File: src/design/dcc_pkg.sv
/*
 * Package for the dc-dc converter control register bank: special-function
 * page and addresses, field positions, reset values, timing counts and the
 * carrier struct of the register access port.
 * Assumes a single 200 MHz system clock and an 8-bit register port.
 */
package dcc_pkg;

   // Special-function page and addresses
   localparam logic [7:0] SFR_PAGE      = 8'h00;
   localparam logic [7:0] ADDR_CONTROL  = 8'h97;
   localparam logic [7:0] ADDR_CONFIG   = 8'h96;
   localparam logic [7:0] RDATA_UNMAPPED = 8'h00;

   // Reset values
   localparam logic [7:0] CONTROL_RESET = 8'h21;
   localparam logic [7:0] CONFIG_RESET  = 8'h00;

   // Control register fields
   localparam int CTL_PULSE_LSB = 6;
   localparam int CTL_SWITCH    = 5;
   localparam int CTL_RSVD      = 4;
   localparam int CTL_SYNC      = 3;
   localparam int CTL_VOLT_LSB  = 0;

   // Configuration register fields
   localparam int CFG_RSVD      = 7;
   localparam int CFG_DIV_LSB   = 5;
   localparam int CFG_ADCINV    = 4;
   localparam int CFG_CLK_INV   = 3;
   localparam int CFG_PEAK      = 2;
   localparam int CFG_SLPFLOAT  = 1;
   localparam int CFG_CLKSRC    = 0;

   // Writable bit masks (reserved bits never stored)
   localparam logic [7:0] CONTROL_WMASK = 8'hEF;
   localparam logic [7:0] CONFIG_WMASK  = 8'h7F;

   // Minimum pulse widths and their cycle counts, rounded up
   localparam int CLK_PERIOD_PS = 5000;
   localparam int PULSE1_NS     = 20;
   localparam int PULSE2_NS     = 40;
   localparam int PULSE3_NS     = 80;
   localparam logic [4:0] PULSE1_CYC =
      5'((PULSE1_NS * 1000 + CLK_PERIOD_PS - 1) / CLK_PERIOD_PS);
   localparam logic [4:0] PULSE2_CYC =
      5'((PULSE2_NS * 1000 + CLK_PERIOD_PS - 1) / CLK_PERIOD_PS);
   localparam logic [4:0] PULSE3_CYC =
      5'((PULSE3_NS * 1000 + CLK_PERIOD_PS - 1) / CLK_PERIOD_PS);

   // Output voltage targets in millivolts, indexed by the field code
   localparam logic [11:0] VOLT_MV [8] = '{
      12'h708, 12'h76C, 12'h7D0, 12'h834,
      12'h960, 12'hA8C, 12'hA8C, 12'hCE4};

   // Register access request from the core
   typedef struct packed {
      logic [7:0] page;
      logic [7:0] addr;
      logic       wr;
      logic       rd;
      logic [7:0] wdata;
   } dcc_sfr_req_s;

endpackage

File: src/design/dcc_regs.sv
/*
 * Dc-dc converter control and configuration register bank with the
 * converter clock tick generator, ADC synchronisation controls and
 * sleep-mode output connection.
 * Assumes one core on the register port, same clock as mclk; the local
 * oscillator arrives asynchronously and is synchronised here.
 */
`timescale 1ns/10ps
`default_nettype none

// Summary of operation
// pulse-width code selects none, 20, 40, 80 ns
// switch bit 0 large, 1 small; resets 1
// software clears ADC sample-clock field before sync
// sync places tracking in quiet interval, aligns SAR
// sync off runs ADC independently; off at reset
// sync behaviour only on supporting silicon revisions
// voltage code selects 1.8 to 3.3 V
// control at page 0, address 0x97, resets 0x21
// configuration at 0x96, resets zero, bit 7 read-only
// divide by 1, 2, 4, 8; oscillator ignores
// bit 0 picks clock source; bit 3 inverts, system source only
// bit 4 low inverts SAR clock, sync only
// sleep float or battery; bit 2 current limit
// reserved bits written zero, read back zero
module dcc_regs #(
   parameter bit SYNC_SUPPORTED = 1'b1
) (
   // Clock and reset
   input  wire logic                 mclk,
   input  wire logic                 arst_n,
   // Register access port
   input  wire dcc_pkg::dcc_sfr_req_s sfr_req,
   output logic [7:0]                sfr_rdata,
   // Converter clocking
   input  wire logic                 local_osc,
   output logic                      conv_tick,
   output logic                      conv_phase,
   // Converter settings
   output logic [4:0]                min_pulse_cycles,
   output logic                      switch_size_sel,
   output logic [11:0]               output_voltage_mv,
   output logic                      peak_current_level,
   // ADC synchronisation
   output logic                      adc_sync_active,
   output logic                      adc_track_allow,
   output logic                      adc_sar_clock_invert,
   // Sleep connection
   input  wire logic                 sleep,
   output logic                      vdd_to_battery,
   output logic                      sleep_output_float
);

   logic [7:0] converter_control;
   logic [7:0] converter_configuration;
   logic       osc_meta;
   logic       osc_sync;
   logic       osc_prev;
   logic [2:0] div_cnt;
   logic       phase;

   // Address decode
   wire page_hit  = (sfr_req.page == dcc_pkg::SFR_PAGE);
   wire ctl_hit   = page_hit && (sfr_req.addr == dcc_pkg::ADDR_CONTROL);
   wire cfg_hit   = page_hit && (sfr_req.addr == dcc_pkg::ADDR_CONFIG);
   wire ctl_wr    = sfr_req.wr && ctl_hit;
   wire cfg_wr    = sfr_req.wr && cfg_hit;

   // Field views
   wire [1:0] pulse_code  = converter_control[dcc_pkg::CTL_PULSE_LSB +: 2];
   wire       sync_bit    = converter_control[dcc_pkg::CTL_SYNC];
   wire [2:0] volt_code   = converter_control[dcc_pkg::CTL_VOLT_LSB +: 3];
   wire [1:0] div_code    = converter_configuration[dcc_pkg::CFG_DIV_LSB +: 2];
   wire       clk_src_sys = converter_configuration[dcc_pkg::CFG_CLKSRC];
   wire       clk_inv     = converter_configuration[dcc_pkg::CFG_CLK_INV];
   wire       adc_inv_bit = converter_configuration[dcc_pkg::CFG_ADCINV];
   wire       sync_on     = sync_bit && SYNC_SUPPORTED;

   // Read data selection; reserved bits are never stored
   wire [7:0] next_rdata = ctl_hit ? converter_control :
                           cfg_hit ? converter_configuration :
                           dcc_pkg::RDATA_UNMAPPED;

   // Divider limit from the divider code
   wire [2:0] div_limit = 3'((4'h1 << div_code) - 4'h1);
   wire       sys_tick  = (div_cnt >= div_limit);
   wire       osc_rise  = osc_sync && !osc_prev;
   wire       next_tick = clk_src_sys ? sys_tick : osc_rise;

   // Minimum pulse width count
   wire [4:0] next_pulse = (pulse_code == 2'b01) ? dcc_pkg::PULSE1_CYC :
                           (pulse_code == 2'b10) ? dcc_pkg::PULSE2_CYC :
                           (pulse_code == 2'b11) ? dcc_pkg::PULSE3_CYC :
                           5'h00;

   // Quiet half of the switching cycle allows tracking when synced
   wire next_phase_out = phase ^ (clk_src_sys && clk_inv);
   wire next_track     = !sync_on || next_phase_out;
   wire next_sar_inv   = sync_on && !adc_inv_bit;

   // Register writes
   always_ff @(posedge mclk or negedge arst_n) begin
      if (!arst_n) begin
         converter_control       <= dcc_pkg::CONTROL_RESET;
         converter_configuration <= dcc_pkg::CONFIG_RESET;
      end else begin
         if (ctl_wr) begin
            converter_control <= sfr_req.wdata & dcc_pkg::CONTROL_WMASK;
         end
         if (cfg_wr) begin
            converter_configuration <=
               sfr_req.wdata & dcc_pkg::CONFIG_WMASK;
         end
      end
   end

   // Read data register
   always_ff @(posedge mclk or negedge arst_n) begin
      if (!arst_n) begin
         sfr_rdata <= dcc_pkg::RDATA_UNMAPPED;
      end else if (sfr_req.rd) begin
         sfr_rdata <= next_rdata;
      end
   end

   // Local oscillator synchroniser
   always_ff @(posedge mclk or negedge arst_n) begin
      if (!arst_n) begin
         osc_meta <= 1'b0;
         osc_sync <= 1'b0;
         osc_prev <= 1'b0;
      end else begin
         osc_meta <= local_osc;
         osc_sync <= osc_meta;
         osc_prev <= osc_sync;
      end
   end

   // System clock divider and switching phase
   always_ff @(posedge mclk or negedge arst_n) begin
      if (!arst_n) begin
         div_cnt <= 3'h0;
         phase   <= 1'b0;
      end else begin
         div_cnt <= (sys_tick || !clk_src_sys) ? 3'h0 : div_cnt + 3'h1;
         if (next_tick) begin
            phase <= !phase;
         end
      end
   end

   // Registered outputs
   always_ff @(posedge mclk or negedge arst_n) begin
      if (!arst_n) begin
         conv_tick            <= 1'b0;
         conv_phase           <= 1'b0;
         min_pulse_cycles     <= 5'h00;
         switch_size_sel      <= 1'b1;
         output_voltage_mv    <= dcc_pkg::VOLT_MV[1];
         peak_current_level   <= 1'b0;
         adc_sync_active      <= 1'b0;
         adc_track_allow      <= 1'b1;
         adc_sar_clock_invert <= 1'b0;
         vdd_to_battery       <= 1'b0;
         sleep_output_float   <= 1'b0;
      end else begin
         conv_tick            <= next_tick;
         conv_phase           <= next_phase_out;
         min_pulse_cycles     <= next_pulse;
         switch_size_sel      <= converter_control[dcc_pkg::CTL_SWITCH];
         output_voltage_mv    <= dcc_pkg::VOLT_MV[volt_code];
         peak_current_level   <=
            converter_configuration[dcc_pkg::CFG_PEAK];
         adc_sync_active      <= sync_on;
         adc_track_allow      <= next_track;
         adc_sar_clock_invert <= next_sar_inv;
         vdd_to_battery       <= sleep &&
            !converter_configuration[dcc_pkg::CFG_SLPFLOAT];
         sleep_output_float   <= sleep &&
            converter_configuration[dcc_pkg::CFG_SLPFLOAT];
      end
   end
endmodule

`default_nettype wire

File: config.mk
export PLATFORM = sky130hd
export DESIGN_NAME = dcc_regs
export DESIGN_NICKNAME = d
export VERILOG_FILES = /design/src/design/dcc_pkg.sv /design/src/design/dcc_regs.sv
export SDC_FILE = /design/constraint.sdc
export NUM_CORES = 1
export LEC_CHECK = 0
export ABC_AREA = 1
export BUFFER_PORTS_ARGS = -buffer_cell sky130_fd_sc_hd__clkbuf_2
export CAP_MARGIN = 5
export CORE_MARGIN = 2
export CORE_UTILIZATION = 36
export CTS_BUF_LIST = sky130_fd_sc_hd__clkbuf_4 sky130_fd_sc_hd__clkbuf_8 sky130_fd_sc_hd__clkbuf_16
export DETAILED_ROUTE_END_ITERATION = 16
export GPL_TIMING_DRIVEN = 0
export PLACE_DENSITY = 0.71
export SYNTH_ARGS = -nofsm -noshare
export SYNTH_HDL_FRONTEND = slang
export SYNTH_SLANG_ARGS = --single-unit
File: constraint.sdc
create_clock -name mclk -period 3.9 [get_ports mclk]
set_clock_uncertainty 0.1 [all_clocks]
set_input_delay 0.78 -clock mclk [delete_from_list [all_inputs] [get_ports mclk]]
set_output_delay 0.78 -clock mclk [all_outputs]
set_load 0.03 [all_outputs]
== Word-level counts from Yosys, hierarchy flattened ==
Memory sizes are Yosys's and may differ from the RTL's. A register that Yosys moved wholly into a read port is not among the register bits.
Index checks and enable logic that the tools add are counted.

* Register bits after elaboration: 43
* Bits in latches: 0
* RAM bits: 0
* Memory bits (read-only): 96
* Input bits: 30
* Output and inout bits: 34
* Word-level logic and storage cells: 56
* Memories kept: 1

{| class="wikitable"
|+ Memories
! name !! depth !! width !! read ports !! clocked after Yosys merged registers in !! wr ports !! RTL line !! text
|-
| (name not given) || 8 || 12 || 1 || 1 || 0 || dcc_regs.sv:171 || <nowiki>output_voltage_mv <= dcc_pkg::VOLT_MV[volt_code];</nowiki>
|}

* Add/sub/neg operators: 2
* Multipliers: 0
* Divide/modulo/power cells: 0
* $lt $le $gt $ge: 1
* Equality and inequality tests: 5
* Shift operators: 1
* Mux-type cells: 7
* Bitwise operators: 2
* Reductions and logical operators: 19

{| class="wikitable"
|+ Operator list
! cell !! count
|-
| 8-bit equality test, second input constant || 2
|-
| 5-bit 2-to-1 mux || 3
|-
| 1-bit logical AND || 9
|-
| 8-bit zero test || 1
|-
| 8-bit 2-to-1 mux || 1
|-
| 1-bit zero test || 7
|-
| 7-bit 2-to-1 mux || 1
|-
| 2-bit equality test, second input constant || 2
|-
| 3-bit NOT with 4-bit output || 1
|-
| 3-bit by 1-bit adder with 3-bit output, second input constant || 1
|-
| 3-bit >= comparator || 1
|-
| 3-bit 2-to-1 mux || 1
|-
| 1-bit by 2-bit << shifter with 3-bit output, first input constant || 1
|-
| 3-bit by 1-bit subtractor with 3-bit output, second input constant || 1
|-
| 2-bit by 1-bit equality test with 1-bit output, second input constant || 1
|-
| 1-bit logical OR || 2
|-
| 1-bit 2-to-1 mux || 1
|-
| 1-bit XOR || 1
|}

== Depth between registers and ports, before layout ==
Gate-level depths: netlist of the first run.

* Depth after elaboration: 5
* Depth in mapped cells: 9
* Mapped depth without buffers: 9

== Worst setup path after synthesis of the first run ==
No wires, ideal clock.

* Kind: input-to-reg
* From: input sfr_req[15] (netlist name)
* To: register converter_control[2]
* Setup time: 0.118 ns
* Data arrival time: 1.530 ns
* Data required time: 3.682 ns
* Slack: 2.152 ns
* Cell stages on the path: 7
* Buffers on the path: 1
* Path through: nor2_2 > nand2_2 > nor2_4 > nand3_4 > buf_6 > nand2_1 > o21ai_2

* Longest elaborated chain between the ends: 3

{| class="wikitable"
|+ RTL lines
! item !! RTL line !! text
|-
| start, declared || dcc_regs.sv:33 || <nowiki>input wire dcc_pkg::dcc_sfr_req_s sfr_req,</nowiki>
|-
| 8-bit equality test || dcc_regs.sv:64 || <nowiki>wire ctl_hit = page_hit && (sfr_req.addr == dcc_pkg::ADDR_CONTROL);</nowiki>
|-
| 1-bit logical AND || dcc_regs.sv:64 ||
|-
| 1-bit logical AND || dcc_regs.sv:66 || <nowiki>wire ctl_wr = sfr_req.wr && ctl_hit;</nowiki>
|-
| end signal, assigned || dcc_regs.sv:104 || <nowiki>converter_control <= dcc_pkg::CONTROL_RESET;</nowiki>
|-
| end signal, assigned || dcc_regs.sv:108 || <nowiki>converter_control <= sfr_req.wdata & dcc_pkg::CONTROL_WMASK;</nowiki>
|-
| end, declared || dcc_regs.sv:54 || <nowiki>logic [7:0] converter_control;</nowiki>
|}

Every way passes these cells.
A chain may end at the register's enable or synchronous reset.

== Worst setup path in the final report of the first run ==
* From: register output_voltage_mv[8]
* To: output output_voltage_mv[8]

{| class="wikitable"
|+ RTL lines
! item !! RTL line !! text
|-
| start, declared || dcc_regs.sv:42 || <nowiki>output logic [11:0] output_voltage_mv,</nowiki>
|}

No word-level cell between the ends.

==> results of run 1 <==
## power groups by stage
stage	combinational (mW)	sequential (mW)	clock, mW
2_1_floorplan	0.0239	0.555	0
3_3_place_gp	0.0608	0.548	0
3_5_place_dp	0.0622	0.549	0
4_1_cts	0.0624	0.539	0.323
5_1_grt	0.0715	0.539	0.349
6_report	0.0635	0.538	0.314
## per-stage QoR
step	area, um^2	setup slack, ns	hold slack, ns	cells
after floorplan	2242	2.152	0.2312	242
after global placement	2626	1.946	0.2330	375
after detailed placement	2626	1.928	0.2358	375
after CTS	2721	1.987	0.2545	383
after global routing	2741	1.948	0.2642	384
final	2741	1.998	0.2537	384
## layout by cell type, fill, tap and decap left out
cell       n
o21ai_0    3
or2_2      2
nand2_1   75
nand3_1   18
buf_6      2
inv_1     33
clkbuf_1   1
clkbuf_8   6
clkinv_2   1
conb_1     4
clkbuf_4   1
dfstp_2   11
nor2_1    17
xnor2_1    1
nor2_2     1
o21ai_1    1
nand2_2    3
nor2_4     4
nand4_1    2
ha_1       8
clkinv_1   1
o21ai_2    7
clkbuf_2  58
a21oi_1    3
buf_12     1
dfrtp_1   40
buf_4      4
nand3_4    1
## routing by layer
metal / wire [um] / track usage [%] / vias up
li1: - / - / 858
met1: 1813 / 16.52 / 814
met2: 2170 / 22.58 / 36
met3: 259 / 4.348 / 5
met4: 39 / 4.426 / 0
met5: 0 / 0 / -
## worst max path at each step
| stage | cells past startpoint | slack, ns | startpoint | to |
|---|---|---|---|---|
| after global placement | 1 | 1.95 | arst_n | sleep_output_float$_DFF_PN0_ |
| after floorplan | 7 | 2.15 | sfr_req[15] | converter_control[2]$_DFFE_PN0P_ |
| final | 1 | 2.00 | output_voltage_mv[8]$_DFF_PN1_ | output_voltage_mv[8] |
| after global routing | 1 | 1.95 | output_voltage_mv[8]$_DFF_PN1_ | output_voltage_mv[8] |
| after CTS | 1 | 1.99 | output_voltage_mv[8]$_DFF_PN1_ | output_voltage_mv[8] |
| after detailed placement | 1 | 1.93 | arst_n | vdd_to_battery$_DFF_PN0_ |
## cells by family after synthesis
group	count (synthesis)
compound gates	14
xor+xnor	1
fa+ha+maj	8
buf+inv	41
flops	51
other cells	1
simple gates	123
## cell type report
| class | instances | area (um^2) | share of cell area, % |
|---|---|---|---|
| Inverter | 34 | 127.6 | 4.655 |
| Tap cell | 75 | 93.84 | 3.423 |
| Multi-Input combinational cell | 150 | 768.2 | 28.02 |
| Clock buffer | 7 | 90.09 | 3.286 |
| Buffer | 7 | 56.30 | 2.054 |
| Clock inverter | 1 | 5.005 | 0.1826 |
| Timing Repair Buffer | 59 | 310.3 | 11.32 |
| Sequential cell | 51 | 1290 | 47.06 |
## state kept, by name, indices dropped and copies added, names as in the netlist, 3 cells and up
signal and count:
converter_configuration 7, converter_control 7, div_cnt 3, min_pulse_cycles 3, output_voltage_mv 10, sfr_rdata 8
==> run metrics, run 1 <==
R2R Path Start=converter_configuration[6]$_DFFE_PN0P_; Top delay family on crit path=flip-flops; detailed placement HPWL=~3.3 mm; Setup TNS=0 ns; critical-path cell list=clkbuf_2; most frequent cell after synthesis=nand2_1; Commonest cells post-synth=nand2_1, dfrtp_1, inv_1; Synth cell types=23; initial antenna violation count=0; CTS tree=done; HP Class=reg2reg; Mapped Cells=239; unrepaired setup endpoints after global routing=false; synthesis-stage register bit count=between 50 and 60; final total power=0.9155 mW; worst r2r dst=phase$_DFFE_PN0P_; full die area=6843 um^2; CTS max path bufs=2; pwr/cell area=333.9 nW/um^2; reg-to-reg slack, setup=approximately 2.1 ns; routed wire length per instance=between 10 and 15 um; register clock-pin slew on the reported worst setup and hold paths=~0.090 ns; worst setup path class=reg2out; Post-layout nets=roughly 350; cell taking the most area after synthesis=dfrtp_1; combinational share of power=about 7%; Synth Flop Type=dfrtp_1; FP Rows=28; worst r2r path cells=8; proportion of layout cells with a drive suffix above 1=between 30 and 40%; Hold Crit Start=osc_meta$_DFF_PN0_; Initial Util=around 37%; final global-route overflow total=0; sw frac=between 20 and 25%; vias in the first global route=~1500; Req. time, crit path=3.02 ns; Fill cells=between 500 and 600; I/O Buffers=slightly below 60; root buf cell=clkbuf_8; All-Layer GR Usage=between 10% and 20%; post-CTS resize count=0; Slew Viols, Final=0; GP Congestion=around 0.79; share of the synthesized area in the top cell type=~45%; Clock power frac=around 34%; Crit Path Max Fanout=1; slowest stage delay, CP=approximately 0.53 ns; final wirelength=~4.3 mm; syn avg cell area=around 9.3 um^2; period utilization=approximately 49%; Hold Crit Depth=0; Final ANT Viol Nets=0; Clock Sinks=51; Worst Hold End=osc_sync$_DFF_PN0_; VDD IR max=~0.15 mV; critical path endpoint category=output pin; chip width=82.72 um; # IOs=64; xor/xnor share of the synthesized area=less than 1%; Synth Area in Adders=4.487%; synthesis-to-layout area growth=22.88%; Post-synth EDFFs=0; # Post-CTS Setup Buffers=0; Num CTS Buffers=5; endpoints failing hold=0; post-synthesis sequential area ratio=between 50% and 60%; Synth Cell Area=~2200 um^2; Post-Route Utilization=46.03%; Flop pwr share=approximately 60%; Max Cap Viol=0; Tmin final=between 1.5 and 2 ns; Leak Pwr=approximately 1.5 nW; largest net degree at the start of global routing=52; mux contribution to synthesized area=0%; drt first pass iters=4; YS warnings=0; final setup fails=0; Synth Area in Compound Gates=4.319%; vias per std cell=approximately 4.5; simple-gate portion of the synthesized area=24.57%; ANT cells=0; Worst-Skew Late Latency=about 0.3 ns; slowest cell on the critical path=dfstp_2; vias=between 1500 and 2000; worst path bufs/invs=1; number of DRC markers in iteration 0=63; Pint=approximately 0.71 mW; ys async rst share=100.0%; cts hold-fix bufs=0; core area=between 5000 and 6000 um^2; highest clock rate=between 500 and 600 MHz; first-pass GRT wire length=about 7 mm; switching pwr=0.2072 mW; Critical Path Start Type=register; Die Ht=just over 80 um; Remaining DRCs=0; H-tree levels=2; outcome=finished clean; Arr. time, crit path=just over 1 ns; largest family of logic cells by synthesized area=simple AND/OR/NAND/NOR gates; top cells by area, synth=dfrtp_1, dfstp_2, nand2_1, inv_1, ha_1
No activity file was read; power rests on OpenSTA's default activity.
==> inputs of run 2 (changes only) <==
==> constraint.sdc (replaced) <==
create_clock -name mclk -period 1.8 [get_ports mclk]
set_clock_uncertainty 0.1 [all_clocks]
set_input_delay 0.36 -clock mclk [delete_from_list [all_inputs] [get_ports mclk]]
set_output_delay 0.36 -clock mclk [all_outputs]
set_load 0.03 [all_outputs]
==> run metrics, run 2 (same netlist as run 1, synthesis figures left out) <==
H-tree levels=2 (unchanged); worst r2r dst=phase$_DFFE_PN0P_; Placed Instances=375 (unchanged); CTS max path bufs=2 (unchanged); worst r2r path cells=8 (unchanged); final std cells w/o fill=386 (+0.52%); CTS tree=done; register clock-pin slew on the reported worst setup and hold paths=0.08 ns (about the same); Worst-Skew Late Latency=0.30 ns (about the same); Req. time, crit path=1.89 ns (-1.13 ns); Post-layout nets=348 (+0.58%); Leak Pwr=1.548 nW (+0.25%); Num CTS Buffers=5 (unchanged); routed wire length per instance=11.18 um (+0.25%); vias per std cell=4.456 (-0.11%); Die Ht=82.72 um (unchanged); first-pass GRT wire length=6.975 mm (unchanged); pwr/cell area=718.4 nW/um^2 (+120%); HP Class=in2reg; chip width=82.72 um (unchanged); FP Rows=28 (unchanged); critical path endpoint category=register; drt first pass iters=4 (unchanged); unrepaired setup endpoints after global routing=false; most common cell after layout, fill and taps aside=nand2_1; Initial Util=37.46% (unchanged); Max Cap Viol=0 (unchanged); vias in the first global route=1540 (+0.13%); final setup margin=0.08730 ns (-1.911 ns); Worst Hold End=osc_meta$_DFF_PN0_; period utilization=approximately 95%; most frequent cells in the layout=nand2_1, clkbuf_2, dfrtp_1, inv_1, nand3_1; initial antenna violation count=0 (unchanged); core area=5956 um^2 (unchanged); # IOs=64 (unchanged); Arr. time, crit path=1.81 ns (+0.79 ns); GP Congestion=0.7948 (unchanged); max FFs per register=10 (unchanged); Top reg by flops=output_voltage_mv; worst setup path class=reg2reg; Tmin final=1.713 ns; Remaining DRCs=0 (unchanged); Post-Route Utilization=46.43% (+0.40 points); Critical Path Start Type=register; Clock Sinks=51 (unchanged); Hold WS=0.06579 ns (-0.1879 ns); Crit Path Max Fanout=5 (+4); I/O Buffers=58 (unchanged); number of DRC markers in iteration 0=59 (-6.3%); proportion of layout cells with a drive suffix above 1=34.08% (+1.1 points); Slew Viols, Final=0 (unchanged); ANT cells=0 (unchanged); Largest regs=output_voltage_mv (10), sfr_rdata (8); Hold Crit Depth=1 (+1); endpoints failing hold=0 (unchanged); full die area=6843 um^2 (unchanged); final total power=1.987 mW (+120%); synthesis-to-layout area growth=23.95%; All-Layer GR Usage=13.51% (unchanged); final global-route overflow total=0 (unchanged); dpl ws=-0.02680 ns (-1.955 ns); outcome=finished clean; R2R Path Start=converter_configuration[6]$_DFFE_PN0P_; Final ANT Viol Nets=0 (unchanged); largest net degree at the start of global routing=52 (unchanged); detailed placement HPWL=3.286 mm (unchanged); final setup fails=0 (unchanged); root buf cell=clkbuf_8; VDD IR max=0.3196 mV (+120%); reg-to-reg slack, setup=0.09 ns (-1.97 ns); final wirelength=4.316 mm (+0.77%); Hold Crit Start=local_osc; vias=1720 (+0.41%); highest clock rate=between 500 and 600 MHz
[run 2: cell count changes in the layout (fill, tap and decap cells not counted), sizes merged]
cell,delta
buf,+1
dlygate4sd3,+1
[run 2: layout make-up]
type                            instances  area, um^2
Buffer                                  7       56.30
Clock buffer                            7       90.09
Clock inverter                          1       5.005
Fill cell                             588        3191
Inverter                               34       127.6
Multi-Input combinational cell        150       773.2
Sequential cell                        51        1291
Tap cell                               75       93.84
Timing Repair Buffer                   61       327.8
[run 2: where the power goes]
part	internal, mW	total, mW	switching (mW)
Combinational	0.0499	0.140	0.0899
Clock	0.326	0.680	0.355
Sequential	1.16	1.17	0.00605
[run 2: metal layers]
layer	up-vias	part of all wire (%)	global-route usage (%)
met5	-	0	0
met4	0	1.0	4.426
met3	5	6.3	4.348
met2	36	50	22.58
met1	815	42	16.52
li1	864	-	-
[run 2: metrics by stage]
step,instance area [um^2],TNS [ns]
3_3_place_gp,2626,0
6_report,2765,0
2_1_floorplan,2242,0
5_1_grt,2765,0
4_1_cts,2729,0
3_5_place_dp,2626,-0.02680
[run 2: worst max-delay path: stages (launching register included)]
cell and delay, ns:
dfrtp_2 0.45, or2_4 0.26, ha_1 0.27, nand3_1 0.09, nand4_1 0.17, nand2_2 0.14, inv_2 0.04, nand2_1 0.05
nand2_1 0.04
[run 2: timing repair]
action | in CTS | in global routing
setup endpoints to repair | 1 | 1
hold buffers | 0 | 1
pin swaps | 1 | 1
resized for setup | 0 | 4
hold endpoints to repair | 0 | 11
setup buffers | 1 | 0
[run 2: worst max path at each step]
stage	startpoint	to	slack [ns]	cells after the start
floorplan	converter_configuration[6]$_DFFE_PN0P_	phase$_DFFE_PN0P_	0.19	8
global placement	converter_configuration[6]$_DFFE_PN0P_	phase$_DFFE_PN0P_	0.06	8
detailed placement	converter_configuration[6]$_DFFE_PN0P_	phase$_DFFE_PN0P_	-0.03	8
CTS	converter_configuration[6]$_DFFE_PN0P_	phase$_DFFE_PN0P_	0.06	8
global route	converter_configuration[6]$_DFFE_PN0P_	phase$_DFFE_PN0P_	0.0003	8
finish	converter_configuration[6]$_DFFE_PN0P_	phase$_DFFE_PN0P_	0.09	8
